$ cat src/core/rob_pkg.sv
// Purpose: constants for the eight-channel relay output byte port
// Assumes: 10 MHz system clock, register port with one-cycle read latency
// Notes: relay delays are emulated as fixed delay counts inside the limits
package rob_pkg;
    localparam int          CLK_HZ          = 10_000_000;
    localparam logic [7:0]  OUT_IMAGE_OFS   = 8'h00;
    localparam logic [7:0]  STATUS_OFS      = 8'h04;
    localparam logic [7:0]  OUT_IMAGE_RST   = 8'h00;
    localparam int          ON_DELAY_MS     = 10;
    localparam int          OFF_DELAY_MS    = 5;
    // on delay kept at half the limit, off at half the limit
    localparam int          ON_CYCLES       = (CLK_HZ / 1000) * ON_DELAY_MS / 2;
    localparam int          OFF_CYCLES      = (CLK_HZ / 1000) * OFF_DELAY_MS / 2;
    localparam int          BLINK_HZ        = 1;
    localparam int          HALF_BLINK_CYC  = CLK_HZ / (2 * BLINK_HZ);
    localparam int          CNT_W           = 24;
    localparam logic [31:0] MODULE_ID       = 32'h0000_0001; // arbitrary value
endpackage : rob_pkg

$ cat src/core/rob_port.sv
// Purpose: relay output byte port with channel and status bar indicators
// Assumes: error and bus health inputs are synchronous levels
// Notes: reads at the status offset show relay state; the output byte reads zero
//
// Added by the designer: the plain strobed port.
`timescale 1ns/1ps
module rob_port #(
    parameter int ON_CYCLES_P   = rob_pkg::ON_CYCLES,
    parameter int OFF_CYCLES_P  = rob_pkg::OFF_CYCLES,
    parameter int HALF_BLINK_P  = rob_pkg::HALF_BLINK_CYC
) (
    input  wire logic       i_clock,
    input  wire logic       i_rst_n,
    input  wire logic [7:0] i_addr,
    input  wire logic [7:0] i_wdata,
    input  wire logic       i_wr,
    input  wire logic       i_rd,
    input  wire logic       i_bus_fail,
    input  wire logic       i_overload,
    input  wire logic       i_short,
    input  wire logic       i_overheat,
    input  wire logic       i_cfg_err,
    output logic      [7:0] o_rdata,
    output logic      [7:0] o_relay,
    output logic      [7:0] o_chan_led,
    output logic            o_stat_green,
    output logic            o_stat_red
);
    // commanded output image, one bit per relay channel
    logic [7:0]                image_ff;

    // relay drive as the channels really switch, after their delay
    logic [7:0]                relay_ff;

    // registered copies that leave the block
    logic [7:0]                chled_ff;
    logic [7:0]                rdata_ff;
    logic                      green_ff;
    logic                      red_ff;

    // shared blink timebase, one half period per phase
    logic                      phase_ff;
    logic [rob_pkg::CNT_W-1:0] blink_ff;

    // per-channel delay counters, one word for each relay
    logic [rob_pkg::CNT_W-1:0] dly_ff [8];

    // delay limit for a channel heading to the given state;
    // the count stops one short because the relay register adds the last cycle
    function automatic logic [rob_pkg::CNT_W-1:0] rob_delay_limit(input logic target);
        logic [rob_pkg::CNT_W-1:0] lim;
        if (target)
            lim = rob_pkg::CNT_W'(ON_CYCLES_P - 1);
        else
            lim = rob_pkg::CNT_W'(OFF_CYCLES_P - 1);
        return lim;
    endfunction : rob_delay_limit

    // one status indicator: steady when its condition holds, else blinking or dark;
    // steady wins so a real fault is never hidden behind a blink
    function automatic logic rob_indicator(input logic steady,
                                           input logic blink,
                                           input logic phase);
        logic lit;
        if (steady)
            lit = 1'b1;
        else if (blink)
            lit = phase;
        else
            lit = 1'b0;
        return lit;
    endfunction : rob_indicator

    // register decode; the output byte itself is write only
    wire         wr_image  = i_wr && (i_addr == rob_pkg::OUT_IMAGE_OFS);
    wire         rd_stat   = i_rd && (i_addr == rob_pkg::STATUS_OFS);

    // every other read, the output byte included, answers zero
    wire [7:0]   nxt_rdata = rd_stat ? relay_ff : 8'h00;

    // hardware faults share one steady red; the cause is not told apart
    wire         hw_err    = i_overload || i_short || i_overheat;

    // blink timebase next state; wraps at the half period
    wire         blink_end = (blink_ff == rob_pkg::CNT_W'(HALF_BLINK_P - 1));
    wire [rob_pkg::CNT_W-1:0] nxt_blink = blink_end ? '0 : rob_pkg::CNT_W'(blink_ff + 1'b1);
    wire         nxt_phase = blink_end ? ~phase_ff : phase_ff;

    // red: steady error wins over blinking configuration error
    wire         nxt_red   = rob_indicator(hw_err, i_cfg_err, phase_ff);

    // green: steady while the bus is healthy, blinking once it fails
    wire         nxt_green = rob_indicator(!i_bus_fail, i_bus_fail, phase_ff);

    // output byte holds until rewritten
    always_ff @(posedge i_clock or negedge i_rst_n)
    begin
        if (!i_rst_n)
            image_ff <= rob_pkg::OUT_IMAGE_RST;
        else if (wr_image)
            image_ff <= i_wdata;
    end

    // shared 1 Hz blink phase so green and red blink in step
    always_ff @(posedge i_clock or negedge i_rst_n)
    begin
        if (!i_rst_n)
        begin
            blink_ff <= '0;
            phase_ff <= 1'b0;
        end
        else
        begin
            blink_ff <= nxt_blink;
            phase_ff <= nxt_phase;
        end
    end

    // per-channel relay delay; a reversal mid-delay restarts the count,
    // so a short glitch on the image never reaches the contact
    for (genvar n = 0; n < 8; n++)
    begin : g_ch
        // the channel is still travelling while image and relay differ
        wire                      differ    = image_ff[n] ^ relay_ff[n];
        wire [rob_pkg::CNT_W-1:0] lim       = rob_delay_limit(image_ff[n]);
        wire                      done      = differ && (dly_ff[n] >= lim);

        // counter clears when idle or done, otherwise counts up
        wire [rob_pkg::CNT_W-1:0] nxt_dly   = (!differ || done) ? '0
                                                                : rob_pkg::CNT_W'(dly_ff[n] + 1'b1);

        // relay takes the commanded state only when its delay has run out
        wire                      nxt_relay = done ? image_ff[n] : relay_ff[n];

        always_ff @(posedge i_clock or negedge i_rst_n)
        begin
            if (!i_rst_n)
            begin
                dly_ff[n]   <= '0;
                relay_ff[n] <= 1'b0;
            end
            else
            begin
                dly_ff[n]   <= nxt_dly;
                relay_ff[n] <= nxt_relay;
            end
        end
    end

    // channel leds follow the command, not the delayed contact,
    // so the user sees the request at once
    always_ff @(posedge i_clock or negedge i_rst_n)
    begin
        if (!i_rst_n)
            chled_ff <= 8'h00;
        else
            chled_ff <= image_ff;
    end

    // read data stand one cycle, then fall back to zero
    always_ff @(posedge i_clock or negedge i_rst_n)
    begin
        if (!i_rst_n)
            rdata_ff <= 8'h00;
        else
            rdata_ff <= nxt_rdata;
    end

    // status bar green
    always_ff @(posedge i_clock or negedge i_rst_n)
    begin
        if (!i_rst_n)
            green_ff <= 1'b0;
        else
            green_ff <= nxt_green;
    end

    // status bar red
    always_ff @(posedge i_clock or negedge i_rst_n)
    begin
        if (!i_rst_n)
            red_ff <= 1'b0;
        else
            red_ff <= nxt_red;
    end

    // every output comes straight from its register;
    // nothing combinational reaches the pins
    assign o_relay      = relay_ff;
    assign o_chan_led   = chled_ff;
    assign o_rdata      = rdata_ff;
    assign o_stat_green = green_ff;
    assign o_stat_red   = red_ff;
endmodule : rob_port
$ cat config.mk
export PLATFORM = sky130hd
export DESIGN_NAME = rob_port
export DESIGN_NICKNAME = d
export VERILOG_FILES = /design/src/core/rob_pkg.sv /design/src/core/rob_port.sv
export SDC_FILE = /design/constraint.sdc
export NUM_CORES = 1
export LEC_CHECK = 0
export BUFFER_PORTS_ARGS = -buffer_cell sky130_fd_sc_hd__buf_2
export CAP_MARGIN = 20
export CORE_MARGIN = 2
export CORE_UTILIZATION = 50
export CTS_BUF_LIST = sky130_fd_sc_hd__clkbuf_4 sky130_fd_sc_hd__clkbuf_8
export CTS_CLUSTER_SIZE = 24
export DETAILED_ROUTE_END_ITERATION = 6
export HOLD_SLACK_MARGIN = 0.12
export PLACE_DENSITY_LB_ADDON = 0.2
export SLEW_MARGIN = 20
export SYNTH_ARGS = -nofsm -noshare
export SYNTH_HDL_FRONTEND = slang
export SYNTH_SLANG_ARGS = --single-unit
$ cat constraint.sdc
create_clock -name i_clock -period 2.9 [get_ports i_clock]
set_input_delay 0.29 -clock i_clock [delete_from_list [all_inputs] [get_ports i_clock]]
set_output_delay 0.29 -clock i_clock [all_outputs]
set_load 0.02 [all_outputs]
# [Word level (Yosys, flattened, before mapping)]
# Index checks and enable logic that the tools add are counted.
[word_totals] inputBits=25 wordCells=101 output_inout_bits=26 reg_bits=251
[op_classes] add_sub_neg=9 muxes=21 reduce_logical=29 order_cmp=8 n_eq_ne=2 bitwise=9
[ops] cell="adder 24 x 1 -> 24 bit (second input constant)" count=9
[ops] cell="2-to-1 mux 24 bit" count=9
[ops] cell="greater-or-equal comparator 24 bit" count=7
[ops] cell="2-to-1 mux 16 bit" count=8
[ops] cell="== test 24 x 23 -> 1 bit (second input constant)" count=1
[ops] cell="greater-or-equal comparator 24 x 16 -> 1 bit" count=1
[ops] cell="logical AND 1 bit" count=10
[ops] cell="logical OR 1 bit" count=10
[ops] cell="== test 8 x 3 -> 1 bit (second input constant)" count=1
[ops] cell="logical NOT 1 bit" count=8
[ops] cell="logical NOT 8 bit" count=1
[ops] cell="2-to-1 mux 8 bit" count=1
[ops] cell="bitwise XOR 1 bit" count=8
[ops] cell="2-to-1 mux 1 bit" count=3
[ops] cell="NOT 1 bit" count=1

# [Logic depth before layout (Yosys ltp)]
# Gate-level depths: netlist of run 1.
[depth] depth_word=5 ltp_mapped=8 depth_no_buf=7

# [Worst setup path after synthesis of run 1]
# Ideal clock, no wire load.
[synth_path] path_type="register to register" from="reg image_ff[0]" to="reg dly_ff[177] in the netlist's numbering" n_path_buf=1 slack_ns=0.721 stages_incl_launch_ff=9 t_arrival_ns=2.047 setup_time_ns=0.132 period_less_slack_ns=2.179 path_cell_list="dfrtp_1 -> inv_1 -> ha_1 -> nand4_1 -> nor4_1 -> o211ai_1 -> o211ai_1 -> clkbuf_1 -> nor2_1"
[synth_via] elab_chain_len=5
[synth_rtl] item="from (decl)" line_no="rob_port.sv:30" text="logic [7:0] image_ff;"
[synth_rtl] item="from (signal assigned)" line_no="rob_port.sv:99" text="image_ff <= rob_pkg::OUT_IMAGE_RST;"
[synth_rtl] item="from (signal assigned)" line_no="rob_port.sv:101" text="image_ff <= i_wdata;"
[synth_rtl] item="2-to-1 mux 16 bit" line_no="rob_port.sv:52" text="if (target)"
[synth_rtl] item="greater-or-equal comparator 24 bit" line_no="rob_port.sv:126" text="wire done = differ && (dly_ff[n] >= lim);"
[synth_rtl] item="logical AND 1 bit" line_no="rob_port.sv:126"
[synth_rtl] item="logical OR 1 bit (*)" line_no="rob_port.sv:129" text="wire [rob_pkg::CNT_W-1:0] nxt_dly = (!differ || done) ? '0"
[synth_rtl] item="2-to-1 mux 24 bit (*)" line_no="rob_port.sv:129"
[synth_rtl] item="via g_ch[0].nxt_dly, one bit" line_no="rob_port.sv:129"
[synth_rtl] item="to (signal, indexed assignment)" line_no="rob_port.sv:144" text="dly_ff[n] <= nxt_dly;"
[synth_rtl] item="to (decl)" line_no="rob_port.sv:46" text="logic [rob_pkg::CNT_W-1:0] dly_ff [8];"
# The timed path passes the listed nets; every way through them passes the cells marked *.
# A chain may end at the register's enable or synchronous reset.

# [Final worst setup path of run 1]
[layout_path] from="reg image_ff[4]" to="reg dly_ff[79] in the netlist's numbering"
[layout_via] elab_chain_len=5
[layout_rtl] item="2-to-1 mux 16 bit" line_no="rob_port.sv:52"
[layout_rtl] item="greater-or-equal comparator 24 bit" line_no="rob_port.sv:126"
[layout_rtl] item="logical AND 1 bit" line_no="rob_port.sv:126"
[layout_rtl] item="logical OR 1 bit (*)" line_no="rob_port.sv:129"
[layout_rtl] item="2-to-1 mux 24 bit (*)" line_no="rob_port.sv:129"
[layout_rtl] item="via g_ch[4].nxt_dly, one bit" line_no="rob_port.sv:129"
# Marks and branches as above.

==> run metrics, run 1 <==
status finished, violations left; failing checks DRC; layout cells sized above 1 12.8%; CTS Sinks 251; Pleak 5.96 nW; asr flop ratio synth 100%; DR pass1 iterations 7; drt initial violations 370; post-route DRC violation count 3; Worst setup SP type flop; Max-cap violations 0; Post-Route Utilization 59.0%; syn_area_per_cell 10.8 sq um; vias in the first global route 7683; Root Buffer clkbuf_8; Crit path required time 3.25 ns; YS warnings 0; clock buffer count from CTS 42; Die X-Extent 155 um; CTS tree yes; Max IR drop VDD 0.367 mV; synth top area cells dfrtp_1 55%, ha_1 7.1%, xor2_1 6.8%; Die H 155 um; synth unique cells 47; Reg2Reg Setup Slack 0.45 ns; Non-Filler Instances 1530; Ant. Diodes 0; Initial Util 50.6%; Critical Path AT 2.80 ns; DIE AREA 24000 sq um; crit path time final 2.45 ns; placed instance count 1447; Core ar. 22500 sq um; post-synth top area cell dfrtp_1; routability congestion estimate from global placement 0.801; slowest CP cell o21bai_1; cell with the most instances after synthesis dfrtp_1; endpoints failing hold 0; Vias/cell 5.12; final antenna-violating net count 0; first-pass GRT wire length 34.9 mm; number of synthesized flops with an enable pin 0; worst-margin pin slew 1.05 ns; worst path cell trace inv_1, ha_1, and4_1, o2111ai_1, o21bai_1, nor2_1; gr usage total 17.4%; unrepaired setup endpoints after global routing no; Hold Crit Class in -> async; initial antenna violation count 1; wire length per cell 13.0 um; nets@finish 1309; setup TNS 0 ns; cts repair resizes 0; largest net degree at the start of global routing 83; FP Rows 55; Max Slew Vio Count 0; Cell Area, Placed 12300 sq um; Congestion Overflow GR 0; Final Total Pwr 6.97 mW; Detail Placement HPWL 13.2 mm; Worst-Skew Late Latency 0.53 ns; clock-pin slew on the worst setup and hold paths 0.06 ns; I/O pin total 51; clock buffer depth 3; FF+latch count, synth 251; Vias 7828; Synth Cell Area 11400 sq um; Synth top area share 55.1%; sequential fraction of the synthesis area 55.1%; H-tree Lvls 2; Layout area overhead 16.5%; delay of the slowest critical-path stage 0.81 ns; Synth top cells by count 251 x dfrtp_1, 194 x nor2_1, 88 x xor2_1, 67 x nand2_1; endpoints failing setup 0; PwrDens 525 nW/um^2; Most used DFF post-synth dfrtp_1; Max Clock Freq 409 MHz; nature of the critical path endpoint flop; Design Area, Final 13300 sq um; CP Max Fanout 14; relative slew slack 29.9%; Synth Instances 1058; number of port buffers 50; Final Skew 0.0228 ns; kind of critical path reg -> reg; final WL 19.9 mm; Tcrit/Tclk final 84.4%
## sequential cells by signal (all words and copies together) (netlist names)
name	flops
o_stat_green	1
dly_ff	192
o_rdata	8
o_stat_red	1
image_ff	8
blink_ff	24
o_chan_led	8
phase_ff	1
o_relay	8
## per-layer routing
| metal | global-route usage, % | vias to the layer above | wire length (um) |
|---|---|---|---|
| li1 | - | 3934 | - |
| met1 | 24.4 | 3741 | 9900 |
| met2 | 27.2 | 117 | 8720 |
| met3 | 3.59 | 36 | 900 |
| met4 | 5.73 | 0 | 420 |
| met5 | 0 | - | 0 |
## timing repair
action                    CTS  global route
hold buffers               12             0
hold endpoints to repair   81             0
setup buffers               0             0
## where the power goes
group	total [mW]	internal [mW]	switching (mW)
clock network	3.18	1.86	1.32
registers	3.59	3.56	0.0298
logic	0.203	0.0702	0.132
## final cells by class
| class | instances | area [sq um] |
|---|---|---|
| Inverter | 26 | 97.6 |
| Timing Repair Buffer | 75 | 503 |
| Fill cell | 1903 | 9230 |
| Clock buffer | 67 | 860 |
| Tap cell | 285 | 357 |
| Clock inverter | 3 | 17.5 |
| Sequential cell | 251 | 6280 |
| Multi-Input combinational cell | 823 | 5160 |
## layout by cell type (no fill, tap or decap), types with 13 or more instances in the layout
master and count:
dfrtp_1 251, nor2_1 194, and3_1 14, nor4_1 25, nor3_1 30, inv_1 26
nand2_1 67, nand3_1 65, mux2_2 13, clkbuf_8 57, xnor2_1 52, buf_2 49
conb_1 56, o21ai_0 14, nand4_1 47, xor2_1 88, ha_1 65
## worst max-delay path: cells and delay by family, from the launching register on
kind,cells,cell delay [ns]
flip-flops,1,0.47
adder cells (fa/ha/maj),1,0.32
AO/OA/AOI/OAI,2,0.99
AND/OR/NAND/NOR,2,0.33
buffers and inverters,1,0.16
## cells by family (layout without fill, tap and decap cells)
family | Yosys count | after routing | synth area share (%)
AOI/OAI and AO/OA | 53 | 53 | 3.11
xor gates and xnor gates | 141 | 141 | 10.9
adders and majority gates | 65 | 65 | 7.14
buffers and inverters | 39 | 171 | 1.44
DFF | 251 | 251 | 55.1
muxes | 13 | 13 | 1.28
other | 1 | 56 | 0.0329
and+or+nand+nor | 495 | 495 | 21.0
## path summary, 6_finish.rpt
kind	from	to	cells after the start
setup / recovery	image_ff[4]	dly_ff[79]	6
hold / removal	i_rst_n	dly_ff[28]	2
setup reg to reg	image_ff[4]	dly_ff[79]	6
hold reg to reg	dly_ff[0]	dly_ff[0]	1
max in group asynchronous	i_rst_n	blink_ff[2]	3
min in group i_clock	i_addr[2]	image_ff[3]	3
## per-stage QoR
step | hold slack [ns] | worst slack, ns
after floorplan | -0.00559 | 0.721
after global placement | 0.300 | 0.491
after detailed placement | 0.307 | 0.416
after CTS | 0.317 | 0.379
after global routing | 0.340 | 0.191
final | 0.327 | 0.453
Power figures use the tool's default switching activity.
==> run 2, diff against run 1 <==
Clock period 2.9 ns to 2.5 ns, I/O delays scaled along.
==> run 2 against run 1 <==
Effect of this change: final cell count up 0.72%; critical endpoint is now dly_ff[85]; the run now ends clean; largest power group unchanged; register-to-register slack worse by 0.22 ns; hold slack worse by 0.038 ns; clock power up 13%; sequential share of layout area down 0.31 points; global-route usage up 0.50 points; die area unchanged; maximum frequency up 7.8%; via count up 1.2%; setup slack worse by 0.22 ns; combinational power up 23%.
==> run metrics, run 2 (synthesis results as in run 1) <==
status finished, final reports clean; cts repair resizes 0 (unchanged); gr usage total 17.9% (+0.50 points); largest net degree at the start of global routing 71 (-14%); setup TNS 0 ns (unchanged); Final Total Pwr 8.00 mW (+15%); Core ar. 22500 sq um (unchanged); max reg flops 192 (unchanged); Vias/cell 5.14 (+0.50%); endpoints failing setup 0 (unchanged); Final Skew 0.0124 ns (-0.0104 ns); Ant. Diodes 0 (unchanged); Max-cap violations 0 (unchanged); Largest Register dly_ff; FP Rows 55 (unchanged); commonest non-fill, non-tap cell in the layout dfrtp_1; Non-Filler Instances 1541 (+0.72%); first-pass GRT wire length 35.7 mm (+2.1%); relative slew slack 50.7% (+21 points); CP Max Fanout 14 (unchanged); kind of critical path reg -> reg; Congestion Overflow GR 0 (unchanged); Max Clock Freq 441 MHz (+7.8%); Hold Crit Class in -> async; Vias 7924 (+1.2%); Max Slew Vio Count 0 (unchanged); clock buffer depth 3 (unchanged); Die X-Extent 155 um (unchanged); Max IR drop VDD 0.459 mV (+25%); endpoints failing hold 0 (unchanged); number of port buffers 50 (unchanged); routability congestion estimate from global placement 0.855 (+6.7%); nature of the critical path endpoint flop; Worst-Skew Late Latency 0.53 ns (about the same); Critical Path AT 2.72 ns (-0.08 ns); clock buffer count from CTS 42 (unchanged); Tcrit/Tclk final 90.8% (+6.4 points); worst-margin pin slew 0.733 ns (-0.316 ns); DR pass1 iterations 4 (-3); Detail Placement HPWL 13.9 mm (+5.7%); Initial Util 50.6% (unchanged); met3 WL post-DR 781 um (-13%); Die H 155 um (unchanged); Root Buffer clkbuf_8; post-route DRC violation count 0 (-3); PwrDens 599 nW/um^2 (+14%); Crit path required time 2.95 ns (-0.30 ns); Top Metal Used met4; Setup WS post-layout 0.230 ns (-0.222 ns); metal1 wirelength 9.78 mm (-1.2%); Pleak 6.02 nW (+0.99%); metal2 WL 9.29 mm (+6.5%); biggest regs dly_ff: 192 flops, blink_ff: 24 flops; most frequent cells in the layout 251 x dfrtp_1, 194 x nor2_1, 88 x xor2_1; worst path cell trace inv_1, ha_1, o211ai_1, a21oi_1, or4_1, o21bai_1, buf_4, nor2_1; vias in the first global route 7933 (+3.3%); crit path time final 2.27 ns (-0.178 ns); dpl ws 0.0862 ns (-0.330 ns); delay of the slowest critical-path stage 0.58 ns (-0.23 ns); nets@finish 1321 (+0.92%); Worst setup SP type flop; drt initial violations 330 (-11%); final antenna-violating net count 0 (unchanged); CTS Sinks 251 (unchanged); unrepaired setup endpoints after global routing no; Layout area overhead 17.2%; CTS tree yes; Hold Worst Slack 0.289 ns (-0.0381 ns); placed instance count 1460 (+0.90%); I/O pin total 51 (unchanged); slowest CP cell or4_1; layout cells sized above 1 13.6% (+0.84 points); DIE AREA 24000 sq um (unchanged); wire length per cell 13.2 um (+1.5%); initial antenna violation count 1 (unchanged); H-tree Lvls 2 (unchanged); clock-pin slew on the worst setup and hold paths 0.06 ns (about the same); final WL 20.4 mm (+2.3%)
[run 2: cell types whose count changed in the layout (fill, tap and decap cells not counted), moves of 2 or more]
| cell | before | now |
|---|---|---|
| buf_12 | 2 | 4 |
| buf_4 | 11 | 21 |
| clkbuf_4 | 10 | 14 |
| clkbuf_8 | 57 | 53 |
[run 2: layer usage]
layer	vias to the layer above	GRT usage, %
li1	3939	-
met1	3811	24.0
met2	126	29.0
met3	48	3.40
met4	0	6.92
met5	-	0
[run 2: per-stage QoR]
stage          util, %  instance area [sq um]
2_1_floorplan        -                  11600
3_3_place_gp      55.1                  12400
3_5_place_dp      55.1                  12400
4_1_cts           59.4                  13400
5_1_grt           59.4                  13400
6_report          59.4                  13400
[run 2: power breakdown]
group          leakage, nW  switching, mW  internal (mW)
registers             3.35         0.0337           4.13
logic                 2.21          0.159         0.0908
clock network        0.453           1.50           2.09
total                 6.02           1.69           6.31
[run 2: final timing paths]
check                            start  slack [ns]  cells after the start           end
setup / recovery           image_ff[4]        0.23                      8    dly_ff[85]
hold reg to reg              dly_ff[0]        0.45                      1     dly_ff[0]
setup reg to reg           image_ff[4]        0.23                      8    dly_ff[85]
min in group i_clock         i_addr[2]        0.32                      3   image_ff[3]
max in group asynchronous      i_rst_n        1.56                      3  blink_ff[15]
hold / removal                 i_rst_n        0.29                      2    o_rdata[6]
[run 2: what timing repair did]
action                                 4_1_cts  5_1_grt
buffers inserted                             0        0
endpoints found under the hold margin      134        0
hold buffers                                12        0
[run 2: layout make-up]
cell class / instances / area (sq um)
clock buffer: 67 / 835
fill: 1910 / 9140
multi-input combinational: 823 / 5160
sequential: 251 / 6280
inverter: 26 / 97.6
clock inverter: 2 / 10.0
tap: 285 / 357
timing repair buffer: 87 / 618
[run 2: critical path, delay by kind of cell (launching register included)]
kind | cells | cell delay (ns)
simple gates | 2 | 0.71
flops | 1 | 0.46
compound gates | 3 | 0.36
buf+inv | 2 | 0.35
fa+ha+maj | 1 | 0.32
